`config.mk`:
```
export PLATFORM = sky130hd
export DESIGN_NAME = sbp_packet_handler
export DESIGN_NICKNAME = d
export VERILOG_FILES = /design/src/design/sbp_pkg.sv /design/src/design/sbp_packet_handler.sv
export VERILOG_INCLUDE_DIRS = /design/src /design/src/design
export SDC_FILE = /design/constraint.sdc
export NUM_CORES = 1
export LEC_CHECK = 0
export BUFFER_PORTS_ARGS = -buffer_cell sky130_fd_sc_hd__buf_2
export CORE_MARGIN = 10
export CORE_UTILIZATION = 55
export CTS_CLUSTER_DIAMETER = 50
export DETAILED_ROUTE_END_ITERATION = 10
export MAX_ROUTING_LAYER = met4
export PLACE_DENSITY = 0.8
export SYNTH_ARGS = -nofsm -noshare
export SYNTH_HDL_FRONTEND = slang
export SYNTH_SLANG_ARGS = --single-unit
```
`constraint.sdc`:
```
create_clock -name SYS_CLK -period 7.2 [get_ports SYS_CLK]
set_input_delay 0.36 -clock SYS_CLK [delete_from_list [all_inputs] [get_ports SYS_CLK]]
set_output_delay 0.36 -clock SYS_CLK [all_outputs]
set_load 0.01 [all_outputs]
```
`src/design/sbp_map.svh`:
```
// Register offsets, field positions, codes and reset values of the packet handler
`ifndef SBP_MAP_SVH
`define SBP_MAP_SVH
`define SBP_OFS_CTRL 4'h0
`define SBP_OFS_STAT 4'h4
`define SBP_OFS_SELF 4'h8
`define SBP_OFS_CNT 4'hC
`define SBP_ID_SELF 2'h2
`define SBP_ID_PHY 2'h0
`define SBP_TYPE_PING 4'h0
`define SBP_TYPE_RD_BASE 4'h1
`define SBP_TYPE_RD_PAGE 4'h5
`define SBP_TYPE_RPL_BASE 4'h3
`define SBP_TYPE_RPL_PAGE 4'h7
`define SBP_TYPE_CMD 4'h8
`define SBP_CMD_SUSPEND 3'h2
`define SBP_CMD_RESUME 3'h6
`define SBP_PS_CHILD 2'h3
`define SBP_PS_PARENT 2'h2
`define SBP_PS_DISC 2'h1
`define SBP_PS_ABSENT 2'h0
`define SBP_SPD_S100 2'h0
`define SBP_SPD_S200 2'h1
`define SBP_SPD_S400 2'h2
`define SBP_CTRL_RST 17'h08200
`define SBP_GAP_RST 6'h3F
`define SBP_CTRL_SEND 16
`define SBP_REG_GAP 3'h1
`endif

```
`src/design/sbp_pkg.sv`:
```
// Types shared by the packet handler and its users
package sbp_pkg;
  // Decoded content of a received self-identification packet
  typedef struct packed {
    logic ext;
    logic [2:0] seq;
    logic [5:0] node;
    logic link;
    logic [5:0] gap;
    logic [1:0] speed;
    logic contender;
    logic [2:0] pwr;
    logic [1:0] port0;
    logic initiator;
    logic more;
  } sbp_selfid_t;
  typedef enum logic [1:0] {TX_IDLE, TX_FIRST, TX_SECOND} sbp_tx_state_t;
endpackage

```
`src/design/sbp_packet_handler.sv`:
```
// Physical-layer control packet decoder and encoder with Avalon-MM registers
//
// Summary of operation
// - Remote command code 2h suspends the port named in the port field; the code acts only when the port field is 0.
// - Remote command code 6h resumes the port named in the port field; the code acts only when the port field is 0.
// - Self-ID packets carry a 6-bit sender node number.
// - Self-ID packets carry a link active flag, 1 when link is on.
// - Self-ID packets carry the sender's 6-bit gap setting.
// - Speed code 00b/01b/10b means 100/200/400 Mbit/s.
// - Self-ID contender flag is 1 when sender can be resource manager.
// - 3-bit power class encodes supply or draw of cable power.
// - Port state 11b child, 10b parent, 01b disconnected, 00b absent.
// - Self-ID initiator flag is 1 when sender started the bus reset.
// - Self-ID more flag is 1 when another packet from that node follows.
// - Extended self-ID packets carry a sequence index.
// - Configuration packets carry a 6-bit target root node.
// - Root valid with a foreign target root clears the root holdoff.
// - Root valid with our own node as target sets the root holdoff.
// - Gap valid copies the packet's gap setting into our own.
// - Ping and remote access packets carry a 6-bit destination node.
// - Type code 00h marks a ping.
// - A ping for this node makes it send its self-ID packet.
// - Type 01h reads base registers 0 to 7; type 05h reads paged ones.
// - Remote access carries a 3-bit page field.
// - Remote access carries a 4-bit port field.
// - Remote access carries a 3-bit register address.
// - Remote access for this node is answered with a reply packet.
//
// The Avalon-MM register port and the register offsets were decided locally.
`timescale 1ns/1ps
`include "sbp_map.svh"
module sbp_packet_handler #(
  parameter int NUM_PORTS = 1
) (
  input wire logic SYS_CLK,
  input wire logic RST_N,
  input wire logic [3:0] AVS_ADDRESS,
  input wire logic AVS_READ,
  input wire logic AVS_WRITE,
  input wire logic [31:0] AVS_WRITEDATA,
  input wire logic [3:0] AVS_BYTEENABLE,
  output logic [31:0] AVS_READDATA,
  output logic AVS_WAITREQUEST,
  input wire logic RX_VALID,
  input wire logic [31:0] RX_DATA,
  output logic TX_VALID,
  output logic [31:0] TX_DATA,
  input wire logic TX_READY,
  output sbp_pkg::sbp_selfid_t LAST_SELFID,
  output logic ROOT_HOLDOFF_FLAG,
  output logic [5:0] GAP_COUNT,
  output logic PORT_SUSPENDED
);
  import sbp_pkg::*;

  logic [16:0] ctrl;
  logic [31:0] rx_first;
  logic rx_have;
  logic pkt_ok;
  logic pkt_bad;
  logic [7:0] ping_cnt;
  logic [7:0] bad_cnt;
  logic pend_self;
  logic pend_reply;
  logic [31:0] reply_q;
  sbp_tx_state_t tx_state;
  logic [31:0] wmask;
  logic wr_ok;

  // Control fields held in the control register
  logic [5:0] node_number_field;
  logic link_on;
  logic contender;
  logic [1:0] speed_code;
  logic [2:0] pwr;
  logic initiator;
  logic [1:0] port0_state;
  assign node_number_field = ctrl[5:0];
  assign link_on = ctrl[6];
  assign contender = ctrl[7];
  assign speed_code = ctrl[9:8];
  assign pwr = ctrl[12:10];
  assign initiator = ctrl[13];
  assign port0_state = ctrl[15:14];

  // Field slices of the first received quadlet
  logic [1:0] q_id;
  logic [5:0] q_node;
  logic q_r;
  logic q_t;
  logic [5:0] q_gap;
  logic [3:0] q_type;
  logic [2:0] q_page;
  logic [3:0] q_port;
  logic [2:0] q_reg;
  logic [2:0] q_cmd;
  logic is_cfg;
  logic for_me;
  assign q_id = rx_first[31:30];
  assign q_node = rx_first[29:24];
  assign q_r = rx_first[23];
  assign q_t = rx_first[22];
  assign q_gap = rx_first[21:16];
  assign q_type = rx_first[21:18];
  assign q_page = rx_first[17:15];
  assign q_port = rx_first[14:11];
  assign q_reg = rx_first[10:8];
  assign q_cmd = rx_first[2:0];
  // Extended packets have both valid flags clear, so either flag marks configuration
  assign is_cfg = (q_id == `SBP_ID_PHY) && (q_r || q_t);
  assign for_me = (q_id == `SBP_ID_PHY) && !is_cfg && (q_node == node_number_field);

  logic got_ping;
  logic got_read;
  logic got_cmd;
  assign got_ping = pkt_ok && for_me && (q_type == `SBP_TYPE_PING);
  assign got_read = pkt_ok && for_me && ((q_type == `SBP_TYPE_RD_BASE) || (q_type == `SBP_TYPE_RD_PAGE));
  assign got_cmd = pkt_ok && for_me && (q_type == `SBP_TYPE_CMD);

  assign pkt_ok = RX_VALID && rx_have && (RX_DATA == ~rx_first);
  assign pkt_bad = RX_VALID && rx_have && (RX_DATA != ~rx_first);

  // Quadlet pairing: an odd quadlet after a discard starts a fresh pair
  always_ff @(posedge SYS_CLK) begin
    if (!RST_N) begin
      rx_have <= 1'b0;
      rx_first <= 32'h0000_0000;
    end else if (RX_VALID) begin
      if (!rx_have) begin
        rx_first <= RX_DATA;
      end
      rx_have <= !rx_have;
    end
  end

  // Self-ID quadlet that this node sends
  logic [31:0] own_selfid;
  assign own_selfid = {`SBP_ID_SELF, node_number_field, 1'b0, link_on, GAP_COUNT, speed_code, 2'b00,
    contender, pwr, (NUM_PORTS > 0) ? port0_state : `SBP_PS_ABSENT, `SBP_PS_ABSENT, `SBP_PS_ABSENT,
    initiator, 1'b0};

  // Base register image readable from afar; paged registers live elsewhere and read as zero
  logic [7:0] reg_data;
  always_comb begin
    reg_data = 8'h00;
    if (q_type == `SBP_TYPE_RD_BASE) begin
      if (q_reg == 3'h0) begin
        reg_data = {node_number_field, 2'b00};
      end else if (q_reg == `SBP_REG_GAP) begin
        reg_data = {ROOT_HOLDOFF_FLAG, 1'b0, GAP_COUNT};
      end
    end
  end

  always_ff @(posedge SYS_CLK) begin
    if (!RST_N) begin
      ROOT_HOLDOFF_FLAG <= 1'b0;
    end else if (pkt_ok && is_cfg && q_r) begin
      ROOT_HOLDOFF_FLAG <= (q_node == node_number_field);
    end
  end

  always_ff @(posedge SYS_CLK) begin
    if (!RST_N) begin
      GAP_COUNT <= `SBP_GAP_RST;
    end else if (pkt_ok && is_cfg && q_t) begin
      GAP_COUNT <= q_gap;
    end
  end

  always_ff @(posedge SYS_CLK) begin
    if (!RST_N) begin
      PORT_SUSPENDED <= 1'b0;
    end else if (got_cmd && (q_port == 4'h0)) begin
      if (q_cmd == `SBP_CMD_SUSPEND) begin
        PORT_SUSPENDED <= 1'b1;
      end else if (q_cmd == `SBP_CMD_RESUME) begin
        PORT_SUSPENDED <= 1'b0;
      end
    end
  end

  always_ff @(posedge SYS_CLK) begin
    if (!RST_N) begin
      LAST_SELFID <= '0;
    end else if (pkt_ok && (q_id == `SBP_ID_SELF)) begin
      LAST_SELFID.node <= q_node;
      LAST_SELFID.more <= rx_first[0];
      LAST_SELFID.ext <= rx_first[23];
      if (rx_first[23]) begin
        LAST_SELFID.seq <= rx_first[22:20];
      end else begin
        LAST_SELFID.seq <= 3'h0;
        LAST_SELFID.link <= rx_first[22];
        LAST_SELFID.gap <= rx_first[21:16];
        LAST_SELFID.speed <= rx_first[15:14];
        LAST_SELFID.contender <= rx_first[11];
        LAST_SELFID.pwr <= rx_first[10:8];
        LAST_SELFID.port0 <= rx_first[7:6];
        LAST_SELFID.initiator <= rx_first[1];
      end
    end
  end

  // Event counters, wrapping, for software visibility
  always_ff @(posedge SYS_CLK) begin
    if (!RST_N) begin
      ping_cnt <= 8'h00;
      bad_cnt <= 8'h00;
    end else begin
      if (got_ping) begin
        ping_cnt <= ping_cnt + 8'h01;
      end
      if (pkt_bad) begin
        bad_cnt <= bad_cnt + 8'h01;
      end
    end
  end

  // Pending transmit requests; a new request wins over the clear by launch
  logic take_self;
  logic take_reply;
  assign take_self = (tx_state == TX_IDLE) && pend_self;
  assign take_reply = (tx_state == TX_IDLE) && !pend_self && pend_reply;
  always_ff @(posedge SYS_CLK) begin
    if (!RST_N) begin
      pend_self <= 1'b0;
      pend_reply <= 1'b0;
      reply_q <= 32'h0000_0000;
    end else begin
      pend_self <= got_ping || (wr_ok && (AVS_ADDRESS == `SBP_OFS_CTRL) && wmask[`SBP_CTRL_SEND] &&
        AVS_WRITEDATA[`SBP_CTRL_SEND]) || (pend_self && !take_self);
      pend_reply <= got_read || (pend_reply && !take_reply);
      if (got_read) begin
        reply_q <= {`SBP_ID_PHY, node_number_field, 2'b00,
          (q_type == `SBP_TYPE_RD_BASE) ? `SBP_TYPE_RPL_BASE : `SBP_TYPE_RPL_PAGE,
          q_page, q_port, q_reg, reg_data};
      end
    end
  end

  // Transmit sequencer: first quadlet, then its inverse, each held until taken
  always_ff @(posedge SYS_CLK) begin
    if (!RST_N) begin
      tx_state <= TX_IDLE;
      TX_VALID <= 1'b0;
      TX_DATA <= 32'h0000_0000;
    end else begin
      case (tx_state)
        TX_IDLE: begin
          if (take_self) begin
            TX_DATA <= own_selfid;
            TX_VALID <= 1'b1;
            tx_state <= TX_FIRST;
          end else if (take_reply) begin
            TX_DATA <= reply_q;
            TX_VALID <= 1'b1;
            tx_state <= TX_FIRST;
          end
        end
        TX_FIRST: begin
          if (TX_READY) begin
            TX_DATA <= ~TX_DATA;
            tx_state <= TX_SECOND;
          end
        end
        default: begin
          if (TX_READY) begin
            TX_VALID <= 1'b0;
            tx_state <= TX_IDLE;
          end
        end
      endcase
    end
  end

  // Byte lane mask for writes
  genvar b;
  generate
    for (b = 0; b < 4; b++) begin : g_lane
      assign wmask[b*8 +: 8] = {8{AVS_BYTEENABLE[b]}};
    end
  endgenerate
  assign wr_ok = AVS_WRITE && !AVS_WAITREQUEST;

  // Control register; the send bit is a strobe and is never stored
  always_ff @(posedge SYS_CLK) begin
    if (!RST_N) begin
      ctrl <= `SBP_CTRL_RST;
    end else if (wr_ok && (AVS_ADDRESS == `SBP_OFS_CTRL)) begin
      ctrl[15:0] <= (ctrl[15:0] & ~wmask[15:0]) | (AVS_WRITEDATA[15:0] & wmask[15:0]);
    end
  end

  // Bus slave: one wait cycle, read data captured as the wait ends
  always_ff @(posedge SYS_CLK) begin
    if (!RST_N) begin
      AVS_WAITREQUEST <= 1'b1;
      AVS_READDATA <= 32'h0000_0000;
    end else if ((AVS_READ || AVS_WRITE) && AVS_WAITREQUEST) begin
      AVS_WAITREQUEST <= 1'b0;
      if (!AVS_READ) begin
        AVS_READDATA <= 32'h0000_0000;
      end else if (AVS_ADDRESS == `SBP_OFS_CTRL) begin
        AVS_READDATA <= {16'h0000, ctrl[15:0]};
      end else if (AVS_ADDRESS == `SBP_OFS_STAT) begin
        AVS_READDATA <= {14'h0000, tx_state != TX_IDLE, PORT_SUSPENDED, 2'b00, GAP_COUNT, 7'h00,
          ROOT_HOLDOFF_FLAG};
      end else if (AVS_ADDRESS == `SBP_OFS_SELF) begin
        AVS_READDATA <= {5'h00, LAST_SELFID};
      end else if (AVS_ADDRESS == `SBP_OFS_CNT) begin
        AVS_READDATA <= {16'h0000, ping_cnt, bad_cnt};
      end else begin
        AVS_READDATA <= 32'h0000_0000;
      end
    end else begin
      AVS_WAITREQUEST <= 1'b1;
    end
  end

  // Checks on received-packet effects and on transmitted quadlets
  // discard counts
  bad_count_a: assert property (@(posedge SYS_CLK) disable iff (!RST_N)
    pkt_bad |=> bad_cnt == $past(bad_cnt) + 8'h01) else $error("bad pair not counted");
  suspend_port_a: assert property (@(posedge SYS_CLK) disable iff (!RST_N)
    got_cmd && q_port == 4'h0 && q_cmd == `SBP_CMD_SUSPEND |=> PORT_SUSPENDED)
    else $error("suspend ignored");
  resume_port_a: assert property (@(posedge SYS_CLK) disable iff (!RST_N)
    got_cmd && q_port == 4'h0 && q_cmd == `SBP_CMD_RESUME |=> !PORT_SUSPENDED)
    else $error("resume ignored");
  holdoff_clear_a: assert property (@(posedge SYS_CLK) disable iff (!RST_N)
    pkt_ok && is_cfg && q_r && q_node != node_number_field |=> !ROOT_HOLDOFF_FLAG)
    else $error("holdoff not cleared");
  holdoff_set_a: assert property (@(posedge SYS_CLK) disable iff (!RST_N)
    pkt_ok && is_cfg && q_r && q_node == node_number_field |=> ROOT_HOLDOFF_FLAG)
    else $error("holdoff not set");
  gap_copy_a: assert property (@(posedge SYS_CLK) disable iff (!RST_N)
    pkt_ok && is_cfg && q_t |=> GAP_COUNT == $past(q_gap)) else $error("gap not copied");
  ping_answer_a: assert property (@(posedge SYS_CLK) disable iff (!RST_N)
    got_ping |=> pend_self) else $error("ping not answered");
  reply_fill_a: assert property (@(posedge SYS_CLK) disable iff (!RST_N)
    got_read |=> pend_reply && reply_q[14:8] == $past(rx_first[14:8])) else $error("bad reply");
  selfid_out_a: assert property (@(posedge SYS_CLK) disable iff (!RST_N)
    take_self |=> TX_VALID && TX_DATA[29:24] == node_number_field && TX_DATA[5:2] == 4'h0)
    else $error("self-ID malformed");
  tx_inverse_a: assert property (@(posedge SYS_CLK) disable iff (!RST_N)
    tx_state == TX_FIRST && TX_READY |=> TX_DATA == ~$past(TX_DATA) && TX_VALID)
    else $error("second quadlet not inverse");
  selfid_node_a: assert property (@(posedge SYS_CLK) disable iff (!RST_N)
    pkt_ok && q_id == `SBP_ID_SELF |=> LAST_SELFID.node == $past(q_node))
    else $error("self-ID node lost");
  // Bus answers one cycle after the request is taken
  bus_answer_a: assert property (@(posedge SYS_CLK) disable iff (!RST_N)
    (AVS_READ || AVS_WRITE) && AVS_WAITREQUEST |=> !AVS_WAITREQUEST) else $error("bus answer late");

  ping_seen_c: cover property (@(posedge SYS_CLK) disable iff (!RST_N) got_ping);
  cfg_seen_c: cover property (@(posedge SYS_CLK) disable iff (!RST_N) pkt_ok && is_cfg);
  suspend_seen_c: cover property (@(posedge SYS_CLK) disable iff (!RST_N) $rose(PORT_SUSPENDED));
  discard_seen_c: cover property (@(posedge SYS_CLK) disable iff (!RST_N) pkt_bad);
endmodule

```
# [Yosys cells after proc, flatten, opt, wreduce, memory -nomap -nowiden]
# Cells that the tools add are included.
[word_totals] reg_bits=198 inputBits=78 out_inout_bits=101 wordCells=133
[op_classes] add_sub_neg=2 eq_ne=16 muxes=26 bitwise=9 n_reduce_logical=53
[op_table] cell="27-bit 2-to-1 mux" count=4
[op_table] cell="32-bit 2-to-1 mux" count=3
[op_table] cell="32-bit inverter" count=2
[op_table] cell="32-bit one-hot mux with 2 select lines" count=1
[op_table] cell="16-bit AND" count=2
[op_table] cell="32-bit equality test" count=1
[op_table] cell="32-bit != test" count=1
[op_table] cell="1-bit logical AND" count=25
[op_table] cell="8-bit 2-to-1 mux" count=3
[op_table] cell="8-bit by 1-bit adder with 8-bit output, second input constant" count=2
[op_table] cell="16-bit 2-to-1 mux" count=1
[op_table] cell="16-bit inverter" count=1
[op_table] cell="16-bit bitwise OR" count=1
[op_table] cell="4-bit equality test, second input constant" count=3
[op_table] cell="4-bit zero test" count=3
[op_table] cell="3-bit AND reduction" count=3
[op_table] cell="4-bit by 3-bit equality test with 1-bit output, second input constant" count=2
[op_table] cell="2-bit 2-to-1 mux" count=4
[op_table] cell="2-bit nonzero test" count=4
[op_table] cell="6-bit equality test" count=1
[op_table] cell="1-bit zero test" count=6
[op_table] cell="1-bit logical OR" count=6
[op_table] cell="1-bit 2-to-1 mux" count=6
[op_table] cell="3-bit 2-to-1 mux" count=2
[op_table] cell="14 further kinds" count=19

# [Longest topological paths before layout]
# Gate-level depths: netlist of the first run.
[depth] depth_word=9 mapped_depth=8 ltp_nobuf=6

# [Worst setup path after synthesis of the first run]
# No wires, ideal clock.
[synth_path] path_type="reg2reg" from="register rx_first[21]" to="register LAST_SELFID[10] (netlist bit)" setup_time_ns=0.128 arrival_ns=2.209 t_required_ns=7.072 slack_ns=4.864 stages_incl_launch_ff=9 path_buffers=2 period_less_slack_ns=2.336 path_cell_list="dfxtp_1 > buf_4 > xor2_1 > nand4_1 > or4_4 > nor4_4 > buf_6 > mux2i_1 > nor2_1"
[synth_via] elab_chain_len=5
[synth_rtl] element="start: declaration" line_no="sbp_packet_handler.sv:57" source="logic [31:0] rx_first;"
[synth_rtl] element="start signal: assignment" line_no="sbp_packet_handler.sv:127" source="rx_first <= 32'h0000_0000;"
[synth_rtl] element="start signal: assignment" line_no="sbp_packet_handler.sv:130" source="rx_first <= RX_DATA;"
[synth_rtl] element="32-bit inverter" line_no="sbp_packet_handler.sv:120" source="assign pkt_ok = RX_VALID && rx_have && (RX_DATA == ~rx_first);"
[synth_rtl] element="32-bit equality test" line_no="sbp_packet_handler.sv:120"
[synth_rtl] element="1-bit logical AND" line_no="sbp_packet_handler.sv:120"
[synth_rtl] element="1-bit logical AND" line_no="sbp_packet_handler.sv:186" source="end else if (pkt_ok && (q_id == `SBP_ID_SELF)) begin"
[synth_rtl] element="2-bit AND reduction (no source line)"
[synth_rtl] element="end: declaration" line_no="sbp_packet_handler.sv:49" source="output sbp_pkg::sbp_selfid_t LAST_SELFID,"
# Every way passes these cells.
# A chain may end at the register's enable or synchronous reset.

# [Worst setup path after layout of the first run]
[layout_path] from="register rx_first[21]" to="register ping_cnt[4]"
[layout_via] elab_chain_len=5 word_cells_on_any_way=6 cone_classes="1 x eq/ne; 1 x bitwise; 4 x reduce/logical"
[layout_rtl] element="32-bit inverter" line_no="sbp_packet_handler.sv:120"
[layout_rtl] element="32-bit equality test" line_no="sbp_packet_handler.sv:120"
[layout_rtl] element="1-bit logical AND" line_no="sbp_packet_handler.sv:120"
[layout_rtl] element="1-bit logical AND" line_no="sbp_packet_handler.sv:116" source="assign got_ping = pkt_ok && for_me && (q_type == `SBP_TYPE_PING);"
[layout_rtl] element="1-bit logical AND *" line_no="sbp_packet_handler.sv:116"
[layout_rtl] element="end signal: assignment" line_no="sbp_packet_handler.sv:212" source="ping_cnt <= ping_cnt + 8'h01;"
[layout_rtl] element="end: declaration" line_no="sbp_packet_handler.sv:61" source="logic [7:0] ping_cnt;"
# Every way passes the cells marked *; elsewhere a longest branch is shown, timed or not.

==> impl_metrics.tcl, run 1 <==
set metrics [dict create \
    outcome "completed" \
    io_buffers 157 \
    fin_crit_ns 2.970 \
    worstSkewPairLatency_ns 0.43 \
    cts_root_buffer "clkbuf_16" \
    critical_path.endpoint "ping_cnt[4]$_SDFFE_PN0P_" \
    yosys_register_bits 191 \
    startpoint "rx_first[21]$_SDFFE_PN0P_" \
    cp-start-kind "flip-flop" \
    ys_dominant_reg_cell "dfxtp_1" \
    rsz0062_at_grt "false" \
    grt_pass1_vias 7418 \
    routedWlPerCell_um 19.58 \
    hp-class "input port to flip-flop" \
    worstHoldPathCells 3 \
    path_buf_inv 0 \
    die_x_um 143.8 \
    final_cells 1307 \
    drv_cap 0 \
    reg2reg_from "rx_first[21]$_SDFFE_PN0P_" \
    synth.most_common_cell "dfxtp_1" \
    initial_utilization_pct 55.90 \
    synth-edff-count 0 \
    grt_max_degree 92 \
    synth_top_area_share_pct 45.33 \
    syn_avg_cell_area_um2 8.495 \
    setup.worst_path.class "flip-flop to flip-flop" \
    synth_commonest_cells "dfxtp_1 (191), nor2_1 (128), a21oi_1 (119)" \
    clk_pin_slew_ns 0.07 \
    fin_skew_ns 0.006843 \
    p_leak_nw 4.014 \
    r2r_end "ping_cnt[4]$_SDFFE_PN0P_" \
    gp_congestion 0.9165 \
    ant_nets 0 \
    synth.area.top_cells "dfxtp_1 (45%), a21oi_1 (7.1%), mux2i_1 (6.4%)" \
    tightest_slew_ns 1.297 \
    power.density_nw_per_um2 221.1 \
    synthArstFlopShare_pct 0 \
    critPathMaxFanout 15 \
    synthCells 993 \
    core-area_um2 15090 \
    setup_tns_ns 0 \
    cts.sinks 191 \
    r2r_slack_ns 4.23 \
    synth_area_leader_cell "dfxtp_1" \
    synth_cell_types 55 \
    max-vdd-ir-drop_mv 0.1698 \
    maxSlewHeadroom_pct 13.54 \
    slew_viol_final 0 \
    max_stage_delay_ns 0.75 \
    slowest_stage "nor3_2" \
    wl_met2_um 11720 \
    syn2layout_area_growth_pct 16.57 \
    dr.max_layer_used "met4" \
    dp_cells 1275 \
    cts_max_path_buffers 2 \
    path_delay_family "simple AND/OR/NAND/NOR gates" \
    grt_use_total_pct 24.58 \
    crit_required_ns 7.56 \
    nNetsFinal 1186 \
    worstSetupEndpointType "flip-flop" \
    fmax_ghz 0.3367 \
    cts_max_level 4 \
    cts_buffers 17 \
    ios 179 \
    grt_pass1_wl_um 38990 \
    hold_viol 0 \
    ctsResizeCount 0 \
    dpl.hpwl_um 17590 \
    setup_viol_count_final 0 \
    n_fill_cell 1266 \
    netlist_area_um2 8436 \
    drive_above_1_share_pct 20.46 \
    row_count 45 \
    critPathArrivalTime_ns 3.33 \
    dr.pass1.iters 5 \
    antenna_cells 0 \
    post_cts_buffers 0 \
    wl_met1_um 10510 \
    vias_per_cell 6.044 \
    path_cells "xor2_1 -> nand4_1 -> or4_4 -> nor3_2 -> or4b_1 -> a21oi_1" \
    die_height_um 143.8 \
    timing.critical_path.depth 6 \
    overflow 0 \
    hold_buffers 0 \
    fp.dieArea_um2 20690 \
    antenna_found_initial 0 \
    drc_errors 0 \
    routed_wirelength_um 25590 \
    wl_met3_um 2098 \
    period_share_pct 41.25 \
    drt_iter0_drc 765 \
    r2r_cells 6 \
    synth-seq-area-share_pct 45.33 \
    ys_warn_count 0 \
    cts_tree "yes" \
    dr_total_vias 7899 \
]
[sequential cells by signal, summed over array words and instances, names as in the netlist, named ones only]
signal             flops
pend_self              1
AVS_WAITREQUEST        1
ping_cnt               8
PORT_SUSPENDED         1
reply_q               26
TX_VALID               1
rx_have                1
LAST_SELFID           27
bad_cnt                8
rx_first              32
TX_DATA               32
GAP_COUNT              6
tx_state               2
ROOT_HOLDOFF_FLAG      1
AVS_READDATA          27
pend_reply             1
[stage by stage]
stage	util [%]	total power [mW]	hold slack [ns]	setup WS, ns	cell area [um2]
2_1_floorplan	-	1.190	0.4321	4.864	8451
3_3_place_gp	61.26	1.236	0.4476	4.329	9244
3_5_place_dp	61.26	1.237	0.4489	4.306	9244
4_1_cts	65.17	2.173	0.1709	4.267	9833
5_1_grt	65.17	2.236	0.1681	4.049	9833
6_report	65.17	2.174	0.1756	4.230	9833
[kinds of logic after synthesis]
group / after synthesis / share of synthesized area (%)
AO/OA/AOI/OAI: 222 / 16.64
adder cells (fa/ha/maj): 2 / 0.2966
multiplexers: 65 / 7.876
flip-flops: 191 / 45.33
XOR/XNOR: 40 / 4.242
AND/OR/NAND/NOR: 381 / 21.06
other: 1 / 0.04445
buffers and inverters: 91 / 4.509
[layer usage]
| metal | GRT usage (%) | vias to the layer above |
|---|---|---|
| met4 | 13.70 | 0 |
| met1 | 29.16 | 3680 |
| met2 | 37.55 | 370 |
| met3 | 6.073 | 82 |
| met5 | - | - |
| li1 | - | 3767 |
[placed cells by master (no fill, tap or decap), types with 6 or more instances in the layout]
cell,count
a211oi_1,22
a21oi_1,119
a221oi_1,18
a222oi_1,16
a22oi_1,10
buf_2,157
buf_4,13
clkbuf_16,17
dfxtp_1,191
inv_1,10
mux2_2,11
mux2i_1,54
nand2_1,110
nand2b_1,7
nand3_1,33
nand4_1,25
nor2_1,128
nor3_1,38
o21ai_0,15
o31ai_1,7
or4_1,8
xnor2_1,6
xor2_1,33
[tightest hold or removal path: cells and delay by family]
kind / cells / cell delay, ns
AO/OA/AOI/OAI: 1 / 0.05
AND/OR/NAND/NOR: 1 / 0.05
buffers and inverters: 1 / 0.11
[where the power goes]
group / switching, mW / internal (mW) / leakage, nW
sequential: 0.0246 / 1.07 / 1.54
clock: 0.403 / 0.554 / 0.287
combinational: 0.0801 / 0.0436 / 2.18
[worst min-delay path by stage]
stage / startpoint / end / slack [ns]
after floorplan: reply_q[19]$_SDFFE_PN0P_ / reply_q[19]$_SDFFE_PN0P_ / 0.43
after global placement: reply_q[2]$_SDFFE_PN0P_ / reply_q[2]$_SDFFE_PN0P_ / 0.45
after detailed placement: reply_q[19]$_SDFFE_PN0P_ / reply_q[19]$_SDFFE_PN0P_ / 0.45
after CTS: AVS_WRITEDATA[1] / flip-flop / 0.17
after global routing: AVS_WRITEDATA[3] / flip-flop / 0.17
final: RX_DATA[7] / rx_first[7]$_SDFFE_PN0P_ / 0.18
[final cells by class]
cell class	count	area (um2)	share of cell area (%)
clock buffers	21	450.4	4.581
inverters	11	43.79	0.4453
multi-input cells	715	4258	43.30
repair buffers	170	883.3	8.983
flip-flops and latches	191	3824	38.89
clock inverters	11	138.9	1.412
well taps	188	235.2	2.392
Note: power is estimated with default switching activity, not from simulation.
==> inputs of run 2 (changes only) <==
--- a/config.mk
+++ b/config.mk
@@ -6,13 +6,14 @@
 export SDC_FILE = /design/constraint.sdc
 export NUM_CORES = 1
 export LEC_CHECK = 0
+export ABC_AREA = 1
 export BUFFER_PORTS_ARGS = -buffer_cell sky130_fd_sc_hd__buf_2
 export CORE_MARGIN = 10
-export CORE_UTILIZATION = 55
+export CORE_UTILIZATION = 50
 export CTS_CLUSTER_DIAMETER = 50
 export DETAILED_ROUTE_END_ITERATION = 10
 export MAX_ROUTING_LAYER = met4
-export PLACE_DENSITY = 0.8
+export PLACE_DENSITY = 0.76
 export SYNTH_ARGS = -nofsm -noshare
 export SYNTH_HDL_FRONTEND = slang
 export SYNTH_SLANG_ARGS = --single-unit
==> constraint.sdc (replaced) <==
create_clock -name SYS_CLK -period 2.6 [get_ports SYS_CLK]
set_input_delay 0.13 -clock SYS_CLK [delete_from_list [all_inputs] [get_ports SYS_CLK]]
set_output_delay 0.13 -clock SYS_CLK [all_outputs]
set_load 0.01 [all_outputs]
==> impl_metrics.tcl, run 2 <==
set metrics [dict create \
    crit_required_ns 2.93 \
    cts_tree "yes" \
    drc_errors 0 \
    post_cts_buffers 0 \
    multi_input_comb_area_um2 4333 \
    routedWlPerCell_um 16.81 \
    fp.dieArea_um2 23990 \
    fin_skew_ns 0.01098 \
    synth.most_common_cell "nand2_1" \
    rsz0062_at_grt "false" \
    synth_commonest_cells "nand2_1 (284), dfxtp_1 (191), nor2_1 (185)" \
    final_util_pct 61.20 \
    p_leak_nw 5.054 \
    nNetsFinal 1567 \
    synthArstFlopShare_pct 0 \
    synth.area.top_cells "dfxtp_1 (42%), nand2_1 (12%), nor2_1 (7.6%)" \
    ys_warn_count 0 \
    critPathMaxFanout 56 \
    overflow 0 \
    maxSlewHeadroom_pct 33.56 \
    drv_cap 0 \
    yosys_register_bits 191 \
    cts_root_buffer "clkbuf_16" \
    final_cells 1728 \
    routed_wirelength_um 29040 \
    vias_per_cell 5.462 \
    max-vdd-ir-drop_mv 0.5204 \
    synth_cell_types 41 \
    gp_congestion 0.9596 \
    io_buffers 157 \
    cts_max_path_buffers 2 \
    reg_top3 "TX_DATA (32), rx_first (32)" \
    core-area_um2 17900 \
    fin_crit_ns 2.240 \
    synth-seq-area-share_pct 42.03 \
    n_fill_cell 1706 \
    outcome "completed" \
    antenna_found_initial 0 \
    dp_cells 1663 \
    initial_utilization_pct 50.82 \
    dp_slack_ns 0.3453 \
    register_area_um2 3824 \
    fin_ws_ns 0.3603 \
    grt_use_total_pct 23.90 \
    setup.worst_path.class "flip-flop to flip-flop" \
    ys_dominant_reg_cell "dfxtp_1" \
    dpl.hpwl_um 21050 \
    worstSkewPairLatency_ns 0.44 \
    grt_max_degree 92 \
    synth_top_area_share_pct 42.03 \
    hp-class "input port to flip-flop" \
    dr_total_vias 9438 \
    syn2layout_area_growth_pct 20.42 \
    synth_area_leader_cell "dfxtp_1" \
    hold_viol 0 \
    dr.pass1.iters 6 \
    slew_viol_final 0 \
    die_x_um 154.9 \
    hold_buffers 34 \
    final_cell_mix "nand2_1 (284), dfxtp_1 (191), nor2_1 (184)" \
    setup_tns_ns 0 \
    grt_pass1_wl_um 45220 \
    ant_nets 0 \
    cts_max_level 4 \
    synth-edff-count 0 \
    row_count 49 \
    cp-start-kind "flip-flop" \
    ctsResizeCount 0 \
    drive_above_1_share_pct 16.41 \
    period_share_pct 86.14 \
    die_height_um 154.9 \
    drt_iter0_drc 871 \
    antenna_cells 0 \
    grt_pass1_vias 8532 \
    layout_commonest_cell "nand2_1" \
    critPathArrivalTime_ns 2.57 \
    tightest_slew_ns 0.9955 \
    cts_buffers 17 \
    syn_avg_cell_area_um2 6.892 \
    synthCells 1320 \
    worstSetupEndpointType "flip-flop" \
    cts.sinks 191 \
    power.density_nw_per_um2 654.1 \
    netlist_area_um2 9097 \
    setup_viol_count_final 0 \
    fmax_ghz 0.4465 \
    ios 179 \
    clk_pin_slew_ns 0.07 \
]
[run 2: cell count changes in the layout (fill, tap and decap cells not counted), sizes merged, moves of 19 or more]
cell,previous run,this run
a211oi,22,0
dlygate4sd3,0,34
inv,12,160
mux2i,54,0
nand2,110,286
nand3,33,69
nor2,128,197
nor3,40,7
o211ai,3,22
o21ai,16,98
o221ai,2,24
xor2,34,10
[run 2: logic make-up after synthesis]
| family | after synthesis | synth area share [%] |
|---|---|---|
| adders and majority gates | 2 | 0.2750 |
| AOI/OAI and AO/OA | 308 | 19.60 |
| DFF | 191 | 42.03 |
| other | 1 | 0.04122 |
| buffers and inverters | 233 | 10.58 |
| and+or+nand+nor | 575 | 26.43 |
| xor gates and xnor gates | 10 | 1.045 |
[run 2: worst max-delay path, stage by stage, from the launching register on]
cell	delay, ns
dfxtp_1	0.40
nor2_4	0.09
nand2_1	0.08
or2_1	0.14
o21ai_2	0.10
inv_2	0.07
nand2_2	0.10
inv_2	0.65
o221ai_1	0.30
o211ai_2	0.12
inv_1	0.05
[run 2: stage by stage]
stage | hold slack (ns) | power [mW] | area [um2]
floorplan | 0.2432 | 4.167 | 9112
global placement | 0.3592 | 4.529 | 10040
detailed placement | 0.3605 | 4.566 | 10040
CTS | 0.0008976 | 7.180 | 10960
global route | 0.008951 | 7.479 | 10960
finish | 0.004539 | 7.166 | 10960
[run 2: final timing paths]
path	from	end	slack, ns	cells after the start
max reg2reg	tx_state[0]$_SDFFE_PN0P_	TX_DATA[28]$_SDFFE_PN0P_	0.36	10
min reg2reg	reply_q[8]$_SDFFE_PN0P_	reply_q[8]$_SDFFE_PN0P_	0.46	2
min	AVS_WRITEDATA[14]	flip-flop	0.005	3
max	tx_state[0]$_SDFFE_PN0P_	TX_DATA[28]$_SDFFE_PN0P_	0.36	10
[run 2: final cells by class]
class	count	area share [%]
multi-input combinational	900	39.55
clock buffer	19	4.043
inverter	161	5.516
clock inverter	12	1.245
timing repair buffer	216	12.13
tap	229	2.615
sequential	191	34.90
[run 2: per-layer routing]
metal	track usage [%]	up-vias	wire length [um]
met5	-	-	0
met4	8.232	0	718
met3	5.073	49	2325
met2	37.37	402	13650
met1	30.06	4346	12350
li1	-	4641	-
[run 2: report_power, final]
part	total (mW)	internal (mW)	switching [mW]
clock network	2.61	1.45	1.17
logic	1.29	0.466	0.820
registers	3.27	3.10	0.169
==> inputs of run 3 (changes only) <==
--- a/config.mk
+++ b/config.mk
@@ -9,11 +9,11 @@
 export ABC_AREA = 1
 export BUFFER_PORTS_ARGS = -buffer_cell sky130_fd_sc_hd__buf_2
 export CORE_MARGIN = 10
-export CORE_UTILIZATION = 50
+export CORE_UTILIZATION = 30
 export CTS_CLUSTER_DIAMETER = 50
 export DETAILED_ROUTE_END_ITERATION = 10
 export MAX_ROUTING_LAYER = met4
-export PLACE_DENSITY = 0.76
+export PLACE_DENSITY_LB_ADDON = 0.05
 export SYNTH_ARGS = -nofsm -noshare
 export SYNTH_HDL_FRONTEND = slang
 export SYNTH_SLANG_ARGS = --single-unit
==> impl_metrics.tcl, run 3 (synthesized netlist as in run 2, its figures left out) <==
set metrics [dict create \
    outcome "completed" \
    worstHoldPathCells 3 \
    core-area_um2 29800 \
    drt_iter0_drc 546 \
    slew_viol_final 0 \
    fmax_ghz 0.4533 \
    slowest_stage "inv_2" \
    syn2layout_area_growth_pct 24.14 \
    routedWlPerCell_um 18.13 \
    n_fill_cell 3309 \
    ctsResizeCount 0 \
    dr.pass1.iters 5 \
    power_mw 7.318 \
    worstSetupEndpointType "flip-flop" \
    ios 179 \
    design_area_um2 11290 \
    cts_max_path_buffers 2 \
    cts_tree "yes" \
    hp-class "input port to flip-flop" \
    grt_use_total_pct 18.35 \
    fin_ws_ns 0.3941 \
    r2r_end "TX_DATA[10]$_SDFFE_PN0P_" \
    drv_cap 0 \
    dp_slack_ns 0.3952 \
    layout_commonest_cell "nand2_1" \
    critPathArrivalTime_ns 2.53 \
    cts_root_buffer "clkbuf_16" \
    fin_skew_ns 0.01188 \
    reg_top3 "TX_DATA (32), rx_first (32)" \
    nNetsFinal 1582 \
    hold_slack_ns 0.01594 \
    ant_nets 0 \
    final_util_pct 37.90 \
    fin_crit_ns 2.206 \
    vias_per_cell 4.754 \
    hold_buffers 39 \
    io_buffers 157 \
    cp-start-kind "flip-flop" \
    path_cells "nor2_4 -> nand2_1 -> or2_1 -> o21ai_2 -> inv_2 -> nand2_2 -> inv_2 -> o221ai_1 -> o211ai_1 -> inv_1" \
    crit_path_frequent_cell "inv_2" \
    crit_required_ns 2.93 \
    fp.dieArea_um2 37690 \
    cts.sinks 191 \
    rsz0062_at_grt "false" \
    dr_total_vias 9051 \
    maxSlewHeadroom_pct 34.49 \
    die_height_um 194.1 \
    critical_path.endpoint "TX_DATA[10]$_SDFFE_PN0P_" \
    post_cts_buffers 0 \
    period_share_pct 84.84 \
    worstSkewPairLatency_ns 0.45 \
    setup.worst_path.class "flip-flop to flip-flop" \
    die_x_um 194.1 \
    dp_cells 1834 \
    max_stage_delay_ns 0.62 \
    hold_viol 0 \
    r2r_cells 10 \
    final_cells 1904 \
    dpl-instance-area_um2 10320 \
    initial_utilization_pct 30.53 \
    routed_wirelength_um 34520 \
    overflow 0 \
    grt_pass1_vias 8766 \
    r2r_slack_ns 0.39 \
    critPathMaxFanout 54 \
    grt_max_degree 86 \
    max-vdd-ir-drop_mv 0.4256 \
    antenna_found_initial 0 \
    final_cell_mix "nand2_1 (284), dfxtp_1 (191), nor2_1 (184)" \
    dpl.hpwl_um 25740 \
    drc_errors 0 \
    row_count 63 \
    grt_pass1_wl_um 53070 \
    clk_pin_slew_ns 0.08 \
    setup_viol_count_final 0 \
    cts_max_level 4 \
    startpoint "tx_state[0]$_SDFFE_PN0P_" \
    tightest_slew_ns 0.9816 \
    drive_above_1_share_pct 16.97 \
    power.density_nw_per_um2 648.0 \
    cts_buffers 17 \
    gp_congestion 0.8354 \
    setup_tns_ns 0 \
    antenna_cells 0 \
    reg2reg_from "tx_state[0]$_SDFFE_PN0P_" \
    p_leak_nw 5.119 \
]
-- run 3: cell count changes in the layout (fill, tap and decap cells not counted), sizes merged --
cell	before	now
inv	160	163
clkbuf	19	17
buf	182	192
clkinv	8	6
clkinvlp	3	5
bufinv	2	1
dlygate4sd3	34	39
-- run 3: how the worst min path moves through the flow --
stage                     slack (ns)         startpoint        end
after CTS                      0.003  AVS_WRITEDATA[11]  flip-flop
final                           0.02  AVS_WRITEDATA[11]  flip-flop
after floorplan                 0.24   AVS_WRITEDATA[9]  flip-flop
after detailed placement        0.35   AVS_WRITEDATA[9]  flip-flop
after global routing            0.01   AVS_WRITEDATA[1]  flip-flop
after global placement          0.36   AVS_WRITEDATA[9]  flip-flop
-- run 3: final cells by class --
cell class / instances / area (um2) / share of cell area [%]
multi-input cells: 900 / 4333 / 38.37
inverters: 161 / 604.3 / 5.351
well taps: 390 / 488.0 / 4.321
clock buffers: 17 / 425.4 / 3.767
repair buffers: 231 / 1466 / 12.98
clock inverters: 14 / 152.6 / 1.352
flip-flops and latches: 191 / 3824 / 33.86
-- run 3: power by group --
group	leakage (nW)	internal, mW	switching, mW
combinational	3.30	0.492	0.862
sequential	1.55	3.10	0.169
clock	0.267	1.36	1.34
-- run 3: metal layers --
layer  track usage [%]  routed length [um]
met3             3.233                1185
met5                 -                   0
met4             4.032                 422
met1             23.92               16710
met2             29.07               16210
-- run 3: critical path: cells and delay by family (launching register included) --
family                 cells  cell delay (ns)
AND/OR/NAND/NOR            4             0.40
buffers and inverters      3             0.75
flip-flops                 1             0.41
AO/OA/AOI/OAI              3             0.51
